<file path="src/hw/mpgm_pkg.sv">
// Constants for the three-port GPIO mode mux.
// Assumes a 16-bit index space reached as byte address = 4 * index on Avalon-MM.
// Behaviour
// Modes 5-7: port-two pull-up needs input and bit.
// Modes 1-4: port-two pull-ups always off.
// Reset, hardware standby: port-two pull-ups off.
// Port-two pull-up control register, 8 bits.
// Port-two pull-up register cleared, kept in soft standby.
// Modes 1-6: port three is data bus.
// Mode 7: port-three direction bit selects output.
// Port-three direction write-only, reads all ones.
// Port-three direction cleared, kept in soft standby.
// Soft standby: port-three outputs keep driving.
// Port-three output pins driven from output data.
// Port-three read mixes stored data and pins.
// Port-three output data cleared, kept in soft standby.
// All areas 8-bit: port four is GPIO.
// Any 16-bit area: port four joins data bus.
// Mode 7: port four always GPIO.
// Port-four direction bit selects output.
// Port-four direction write-only, reads all ones.
// Port-four pull-up needs GPIO, input and bit.
// Pin levels read through two-stage synchroniser.
package mpgm_pkg;
  localparam logic [15:0] P3_DIR_IDX    = 16'hFFC4;
  localparam logic [15:0] P4_DIR_IDX    = 16'hFFC5;
  localparam logic [15:0] P3_DATA_IDX   = 16'hFFC6;
  localparam logic [15:0] P4_DATA_IDX   = 16'hFFC7;
  localparam logic [15:0] P2_PULL_IDX   = 16'hFFD8;
  localparam logic [15:0] P4_PULL_IDX   = 16'hFFDA;
  localparam logic [15:0] BUS_WIDTH_IDX = 16'hFFEC;
  localparam logic [7:0]  REG_RESET     = 8'h00;
  localparam logic [7:0]  WO_READ_VAL   = 8'hFF;
  localparam logic [31:0] UNMAPPED_VAL  = 32'h00000000;
  localparam logic [2:0]  MODE_SINGLE   = 3'h7;
  localparam logic [2:0]  MODE_ROM_ON   = 3'h5;
  localparam int          SYNC_STAGES   = 2;
endpackage

</file>
<file path="src/hw/mpgm_sync_if.sv">
// Carrier between the top and its pin synchroniser.
// Assumes both ends on i_core_clk.
`timescale 1ns/1ps
interface mpgm_sync_if;
  logic [7:0] p3_raw;
  logic [7:0] p4_raw;
  logic [7:0] p3_sync;
  logic [7:0] p4_sync;
  modport top  (output p3_raw, output p4_raw, input p3_sync, input p4_sync);
  modport sync (input p3_raw, input p4_raw, output p3_sync, output p4_sync);
endinterface

</file>
<file path="src/hw/mpgm_gpio_top.sv">
// Port-two pull-ups, port-three and port-four GPIO with Avalon-MM registers.
// Assumes mode, standby and port-two direction come from chip control logic.
`timescale 1ns/1ps
module mpgm_gpio_top (
  input  wire logic        i_core_clk,
  input  wire logic        i_arst_n,
  input  wire logic [2:0]  i_mode,
  input  wire logic        i_hw_standby,
  input  wire logic        i_sw_standby,
  input  wire logic [7:0]  i_port2_direction,
  input  wire logic [13:0] i_avs_address,
  input  wire logic        i_avs_read,
  input  wire logic        i_avs_write,
  input  wire logic [31:0] i_avs_writedata,
  input  wire logic [3:0]  i_avs_byteenable,
  input  wire logic [7:0]  i_p3_pin,
  input  wire logic [7:0]  i_p4_pin,
  output logic      [31:0] o_avs_readdata,
  output logic             o_avs_waitrequest,
  output logic      [7:0]  o_p2_pullup_en,
  output logic      [7:0]  o_p3_out,
  output logic      [7:0]  o_p3_oe,
  output logic      [7:0]  o_p4_out,
  output logic      [7:0]  o_p4_oe,
  output logic      [7:0]  o_p4_pullup_en,
  output logic             o_p3_is_bus,
  output logic             o_p4_is_bus
);
  import mpgm_pkg::*;

  // ----------------------------------------
  // State
  // ----------------------------------------
  typedef struct packed {
    logic [7:0]  port2_pullup_control;
    logic [7:0]  port3_direction;
    logic [7:0]  port3_output_data;
    logic [7:0]  port4_direction;
    logic [7:0]  port4_output_data;
    logic [7:0]  port4_pullup_control;
    logic [7:0]  area_bus_width_config;
    logic        ack;
    logic [31:0] rdata;
    logic [7:0]  p2_pu;
    logic [7:0]  p3_out;
    logic [7:0]  p3_oe;
    logic [7:0]  p4_out;
    logic [7:0]  p4_oe;
    logic [7:0]  p4_pu;
    logic        p3_bus;
    logic        p4_bus;
  } mpgm_state_s;

  mpgm_state_s st_r;
  mpgm_state_s st_nxt;
  mpgm_sync_if sif ();
  logic [15:0] hold_q;

  assign sif.p3_raw = i_p3_pin;
  assign sif.p4_raw = i_p4_pin;

  mpgm_pin_sync u_sync (
    .i_core_clk (i_core_clk),
    .i_arst_n   (i_arst_n),
    .s          (sif.sync)
  );

  mpgm_sw_standby_latch #(.W(16)) u_hold (
    .i_core_clk (i_core_clk),
    .i_arst_n   (i_arst_n),
    .i_hold     (i_sw_standby),
    .i_d        ({st_r.port4_output_data, st_r.port3_output_data}),
    .o_q        (hold_q)
  );

  // ----------------------------------------
  // Helpers
  // ----------------------------------------
  function automatic logic [7:0] mpgm_mix(input logic [7:0] dir, input logic [7:0] dat,
                                          input logic [7:0] pin);
    mpgm_mix = (dir & dat) | (~dir & pin);
  endfunction

  function automatic logic [7:0] mpgm_wr(input logic [7:0] old, input logic [31:0] wd,
                                         input logic be);
    mpgm_wr = be ? wd[7:0] : old;
  endfunction

  // ----------------------------------------
  // Next state
  // ----------------------------------------
  logic [15:0] idx;
  logic        req;
  logic        single;
  logic        rom_on;
  logic        p3_gpio;
  logic        p4_gpio;
  logic        any16;

  always_comb begin
    st_nxt  = st_r;
    idx     = {2'h3, i_avs_address};
    req     = (i_avs_read || i_avs_write) && !st_r.ack;
    single  = (i_mode == MODE_SINGLE);
    rom_on  = (i_mode >= MODE_ROM_ON);
    any16   = |st_r.area_bus_width_config;
    p3_gpio = single;
    p4_gpio = single || !any16;
    st_nxt.ack = req;
    if (req && i_avs_write) begin
      if (idx == P3_DIR_IDX) begin
        st_nxt.port3_direction = mpgm_wr(st_r.port3_direction, i_avs_writedata,
                                         i_avs_byteenable[0]);
      end else if (idx == P4_DIR_IDX) begin
        st_nxt.port4_direction = mpgm_wr(st_r.port4_direction, i_avs_writedata,
                                         i_avs_byteenable[0]);
      end else if (idx == P3_DATA_IDX) begin
        st_nxt.port3_output_data = mpgm_wr(st_r.port3_output_data, i_avs_writedata,
                                           i_avs_byteenable[0]);
      end else if (idx == P4_DATA_IDX) begin
        st_nxt.port4_output_data = mpgm_wr(st_r.port4_output_data, i_avs_writedata,
                                           i_avs_byteenable[0]);
      end else if (idx == P2_PULL_IDX) begin
        st_nxt.port2_pullup_control = mpgm_wr(st_r.port2_pullup_control,
                                              i_avs_writedata, i_avs_byteenable[0]);
      end else if (idx == P4_PULL_IDX) begin
        st_nxt.port4_pullup_control = mpgm_wr(st_r.port4_pullup_control,
                                              i_avs_writedata, i_avs_byteenable[0]);
      end else if (idx == BUS_WIDTH_IDX) begin
        st_nxt.area_bus_width_config = mpgm_wr(st_r.area_bus_width_config,
                                               i_avs_writedata, i_avs_byteenable[0]);
      end
    end
    if (req && i_avs_read) begin
      if (idx == P3_DIR_IDX || idx == P4_DIR_IDX) begin
        st_nxt.rdata = {24'h000000, WO_READ_VAL};
      end else if (idx == P3_DATA_IDX) begin
        st_nxt.rdata = {24'h000000, mpgm_mix(st_r.port3_direction,
                        st_r.port3_output_data, sif.p3_sync)};
      end else if (idx == P4_DATA_IDX) begin
        st_nxt.rdata = {24'h000000, mpgm_mix(st_r.port4_direction,
                        st_r.port4_output_data, sif.p4_sync)};
      end else if (idx == P2_PULL_IDX) begin
        st_nxt.rdata = {24'h000000, st_r.port2_pullup_control};
      end else if (idx == P4_PULL_IDX) begin
        st_nxt.rdata = {24'h000000, st_r.port4_pullup_control};
      end else if (idx == BUS_WIDTH_IDX) begin
        st_nxt.rdata = {24'h000000, st_r.area_bus_width_config};
      end else begin
        st_nxt.rdata = UNMAPPED_VAL;
      end
    end
    // Pin drive
    st_nxt.p3_bus = !p3_gpio;
    st_nxt.p4_bus = !p4_gpio;
    st_nxt.p3_oe  = p3_gpio ? st_r.port3_direction : 8'h00;
    st_nxt.p4_oe  = p4_gpio ? st_r.port4_direction : 8'h00;
    st_nxt.p3_out = i_sw_standby ? hold_q[7:0] : st_r.port3_output_data;
    st_nxt.p4_out = i_sw_standby ? hold_q[15:8] : st_r.port4_output_data;
    st_nxt.p2_pu  = rom_on ? (~i_port2_direction & st_r.port2_pullup_control)
                           : 8'h00;
    st_nxt.p4_pu  = p4_gpio ? (~st_r.port4_direction & st_r.port4_pullup_control)
                            : 8'h00;
    if (i_hw_standby) begin
      st_nxt = '0;
      st_nxt.port2_pullup_control  = REG_RESET;
      st_nxt.port3_direction       = REG_RESET;
      st_nxt.port3_output_data     = REG_RESET;
      st_nxt.port4_direction       = REG_RESET;
      st_nxt.port4_output_data     = REG_RESET;
      st_nxt.port4_pullup_control  = REG_RESET;
      st_nxt.area_bus_width_config = REG_RESET;
      st_nxt.ack                   = req;
      st_nxt.rdata                 = UNMAPPED_VAL;
    end
  end

  always_ff @(posedge i_core_clk or negedge i_arst_n) begin
    if (!i_arst_n) begin
      st_r <= '0;
    end else begin
      st_r <= st_nxt;
    end
  end

  // ----------------------------------------
  // Outputs
  // ----------------------------------------
  assign o_avs_readdata    = st_r.rdata;
  assign o_avs_waitrequest = (i_avs_read || i_avs_write) && !st_r.ack;
  assign o_p2_pullup_en    = st_r.p2_pu;
  assign o_p3_out          = st_r.p3_out;
  assign o_p3_oe           = st_r.p3_oe;
  assign o_p4_out          = st_r.p4_out;
  assign o_p4_oe           = st_r.p4_oe;
  assign o_p4_pullup_en    = st_r.p4_pu;
  assign o_p3_is_bus       = st_r.p3_bus;
  assign o_p4_is_bus       = st_r.p4_bus;
endmodule // mpgm_gpio_top

</file>
<file path="src/hw/mpgm_pin_sync.sv">
// Two-flop synchroniser for the port-three and port-four pin levels.
// Assumes asynchronous pin inputs and one core clock.
`timescale 1ns/1ps
module mpgm_pin_sync (
  input  wire logic   i_core_clk,
  input  wire logic   i_arst_n,
  mpgm_sync_if.sync   s
);
  import mpgm_pkg::*;
  typedef struct packed {
    logic [7:0] p3_a;
    logic [7:0] p3_b;
    logic [7:0] p4_a;
    logic [7:0] p4_b;
  } mpgm_sync_s;
  mpgm_sync_s st_r;
  mpgm_sync_s st_nxt;
  always_comb begin
    st_nxt      = st_r;
    st_nxt.p3_a = s.p3_raw;
    st_nxt.p3_b = st_r.p3_a;
    st_nxt.p4_a = s.p4_raw;
    st_nxt.p4_b = st_r.p4_a;
  end
  always_ff @(posedge i_core_clk or negedge i_arst_n) begin
    if (!i_arst_n) begin
      st_r <= '0;
    end else begin
      st_r <= st_nxt;
    end
  end
  assign s.p3_sync = st_r.p3_b;
  assign s.p4_sync = st_r.p4_b;
endmodule // mpgm_pin_sync

</file>
<file path="src/hw/mpgm_sw_standby_latch.sv">
// Holds the standby-frozen copy of port-three and port-four output data while in software standby.
// Assumes standby inputs already synchronous.
`timescale 1ns/1ps
module mpgm_sw_standby_latch #(
  parameter int W = 16
) (
  input  wire logic         i_core_clk,
  input  wire logic         i_arst_n,
  input  wire logic         i_hold,
  input  wire logic [W-1:0] i_d,
  output logic      [W-1:0] o_q
);
  typedef struct packed {
    logic [W-1:0] q;
  } mpgm_hold_s;
  mpgm_hold_s st_r;
  mpgm_hold_s st_nxt;
  always_comb begin
    st_nxt = st_r;
    if (!i_hold) begin
      st_nxt.q = i_d;
    end
  end
  always_ff @(posedge i_core_clk or negedge i_arst_n) begin
    if (!i_arst_n) begin
      st_r <= '0;
    end else begin
      st_r <= st_nxt;
    end
  end
  assign o_q = st_r.q;
endmodule // mpgm_sw_standby_latch

</file>
<file path="config.mk">
export PLATFORM = sky130hd
export DESIGN_NAME = mpgm_gpio_top
export DESIGN_NICKNAME = d
export VERILOG_FILES = /design/src/hw/mpgm_pkg.sv /design/src/hw/mpgm_sync_if.sv /design/src/hw/mpgm_gpio_top.sv /design/src/hw/mpgm_pin_sync.sv /design/src/hw/mpgm_sw_standby_latch.sv
export SDC_FILE = /design/constraint.sdc
export NUM_CORES = 1
export LEC_CHECK = 0
export ABC_AREA = 1
export BUFFER_PORTS_ARGS = -buffer_cell sky130_fd_sc_hd__buf_2
export CORE_MARGIN = 4
export CORE_UTILIZATION = 45
export CTS_BUF_LIST = sky130_fd_sc_hd__clkbuf_4 sky130_fd_sc_hd__clkbuf_8 sky130_fd_sc_hd__clkbuf_16
export CTS_CLUSTER_SIZE = 30
export DETAILED_ROUTE_END_ITERATION = 6
export PLACE_DENSITY = 0.77
export SLEW_MARGIN = 20
export SYNTH_ARGS = -nofsm -noshare
export SYNTH_HDL_FRONTEND = slang
export SYNTH_SLANG_ARGS = --single-unit
</file>
<file path="constraint.sdc">
create_clock -name i_core_clk -period 3.27 [get_ports i_core_clk]
set_input_delay 0.1635 -clock i_core_clk [delete_from_list [all_inputs] [get_ports i_core_clk]]
set_output_delay 0.1635 -clock i_core_clk [all_outputs]
set_load 0.01 [all_outputs]
</file>
==> impl_metrics.py <==
metrics = {
    "outcome": {
        "status": "finished, final reports clean",
    },
    "global_route": {
        "grt_pass1_vias": 5069,
        "grt_pass1_wl_um": 26100,
        "antenna_found_initial": 0,
        "grt_overflow": 0,
        "grt_max_degree": 85,
        "grtUsageTotal_pct": 18.7,
    },
    "final_layout": {
        "area_growth_pct": 15.7,
        "diodes": 0,
        "finalNetCount": 958,
        "top_register": "st_r",
        "largest_reg_flops": 57,
        "drive_gt1_share_pct": 19.8,
    },
    "worst_setup_path": {
        "cp.required_ns": 3.61,
        "cp-end-kind": "register",
        "worstPathArrival_ns": 2.07,
        "cp-endpoint": "o_p4_pullup_en[5]",
        "crit_type": "reg -> reg",
        "r2r_end": "o_p4_pullup_en[5]",
        "ff2ff_path_depth": 4,
        "path_max_fanout": 16,
        "slowest_delay_ns": 0.41,
        "crit_slowest_cell": "dfrtp_1",
        "start_kind": "register",
        "r2r_setup_slack_ns": 1.54,
        "crit_path_cell_trace": "nor4_1 -> a21bo_2 -> nand2_1 -> nor2_1",
        "reg2reg_from": "st_r[87]",
        "critical_path.startpoint": "st_r[87]",
    },
    "drt": {
        "drtIter0Drc": 392,
        "antenna_left": 0,
        "firstDrtPassIters": 5,
        "dr_total_vias": 5236,
        "drcViolationCount": 0,
        "wl_per_cell_um": 14.6,
        "avgViaCountPerCell": 4.76,
        "routed_wl_um": 16100,
    },
    "yosys": {
        "ys_top_cells_by_area": "dfrtp_1 (58%), nand2_1 (13%), buf_4 (8.6%), nor2_1 (3.1%), nand3_1 (2.9%)",
        "synth_top_area_share_pct": 57.9,
        "syn_inst": 787,
        "yosysUniqueCellTypes": 28,
        "yosys_warnings": 0,
        "synth.largest_area_cell": "dfrtp_1",
        "synth.avg_cell_area_um2": 8.94,
        "synth-seq-area-share_pct": 57.9,
        "synth_seq_cells": 163,
        "netlist_area_um2": 7040,
    },
    "clocking": {
        "post-cts-setup-buffers": 0,
        "clk_pin_slew_ns": 0.06,
        "clock_sinks": 163,
        "clk_latency_ns": 0.43,
        "tritoncts": "built",
        "clockRootBuffer": "clkbuf_16",
        "cts_resized": 0,
        "cts-buffers-inserted": 17,
        "clk_path_buf_depth": 2,
        "cts_max_level": 4,
    },
    "run": {
        "timing.max_cap.violations": 0,
    },
    "placed_design": {
        "io_buffers": 114,
        "hpwl_um": 11400,
        "place_congestion": 0.883,
    },
    "sta": {
        "max_freq_mhz": 577,
        "setup_viol": 0,
        "skew_ns": 0.00781,
        "period_share_pct": 53.0,
        "drv_slew": 0,
        "finalHoldViolCount": 0,
        "fin_crit_ns": 1.73,
        "slew_headroom_pct": 37.4,
        "tightest_slew_ns": 0.935,
        "rsz0062_at_grt": "false",
        "fin_tns_setup_ns": 0,
    },
    "floorplanning": {
        "core_area_um2": 15300,
        "start_util_pct": 46.1,
        "io_pins": 166,
        "fp.dieArea_um2": 17700,
        "die_h_um": 133,
        "die_w_um": 133,
        "num_rows": 45,
    },
    "pwr": {
        "power_mw": 4.59,
        "power_density_nw_per_um2": 563,
        "ir_drop_v": 0.000357,
        "power.leakage_nw": 4.36,
    },
    "worst_hold_path": {
        "min_path_type": "in -> reg",
    },
}
## metal layers
| layer | global-route usage [%] | vias to the layer above | part of all wire [%] |
|---|---|---|---|
| li1 | - | 2568 | - |
| met1 | 25.5 | 2461 | 46 |
| met2 | 29.1 | 177 | 46 |
| met3 | 4.41 | 30 | 5.8 |
| met4 | 7.39 | 0 | 2.2 |
| met5 | 0 | - | 0 |
## cells in the mapped netlist (all sizes together)
cell type and instances:
clkbuf 9, nand2 250, dfrtp 163, nand3 42, nor3 18, buf 88
nand4 14, nor4 2, a21oi 26, a31oi 2, o21ai 51, or2 8
conb 1, inv 47, nor2 64, a21bo 1, o21bai 1
## power breakdown
group	total, mW	switching [mW]	internal [mW]
combinational	0.445	0.289	0.156
sequential	2.27	0.101	2.17
clock	1.87	0.766	1.10
## critical path: cells and delay by family (launching register included)
family / cells / cell delay (ns)
AOI/OAI and AO/OA: 1 / 0.23
DFF: 1 / 0.41
and+or+nand+nor: 3 / 1.01
## how the worst min path moves through the flow
| stage | slack (ns) | end | startpoint | depth (start not counted) |
|---|---|---|---|---|
| 2_1_floorplan | -0.13 | o_avs_readdata[0] | i_arst_n | 0 |
| 3_3_place_gp | 0.27 | u_sync.st_nxt[6] | i_arst_n | 1 |
| 3_5_place_dp | 0.27 | st_r[113] | i_arst_n | 1 |
| 4_1_cts | 0.004 | st_r[82] | i_avs_read | 3 |
| 5_1_grt | 0.03 | st_r[82] | i_avs_read | 3 |
| 6_report | 0.01 | st_r[82] | i_avs_read | 3 |
## what timing repair did
item,4_1_cts,5_1_grt
hold buffers,25,0
endpoints found under the hold margin,106,0
setup endpoints to repair,0,0
## cells in the final DEF (no fill, tap or decap), drive strengths merged, types with 2 or more instances in the layout
master and count:
nand2 250, clkbuf 22, dfrtp 163, a31oi 2
dlygate4sd3 25, nor4 2, a21oi 26, o21ai 51
conb 24, nand4 14, clkinvlp 2, clkinv 7
buf 118, nor2 64, nor3 18, or2 8
inv 47, nand3 42
## through the flow
step	hold slack (ns)	area, um^2	cells	utilization (%)	worst slack (ns)
after CTS	0.00419	8140	1099	53.4	1.54
after detailed placement	0.266	7330	1042	48.1	1.23
after floorplan	-0.132	7130	810	-	1.85
final	0.0133	8150	1099	53.4	1.54
after global placement	0.269	7330	1042	48.1	1.31
after global routing	0.0342	8150	1099	53.4	1.37
## layout make-up
type | count | area (um^2)
Fill cell | 1397 | 7110
Sequential cell | 163 | 4080
Multi-Input combinational cell | 503 | 2200
Timing Repair Buffer | 143 | 870
Clock buffer | 22 | 475
Tap cell | 211 | 264
Inverter | 47 | 176
Clock inverter | 10 | 83.8
## cells by family (layout without fill, tap and decap cells)
group / after synthesis / in the layout / synth area share, %
other: 1 / 24 / 0.0533
buffers and inverters: 144 / 222 / 12.1
AO/OA/AOI/OAI: 81 / 81 / 6.13
AND/OR/NAND/NOR: 398 / 398 / 23.8
flip-flops: 163 / 163 / 57.9
(Power assumes the default switching activity.)
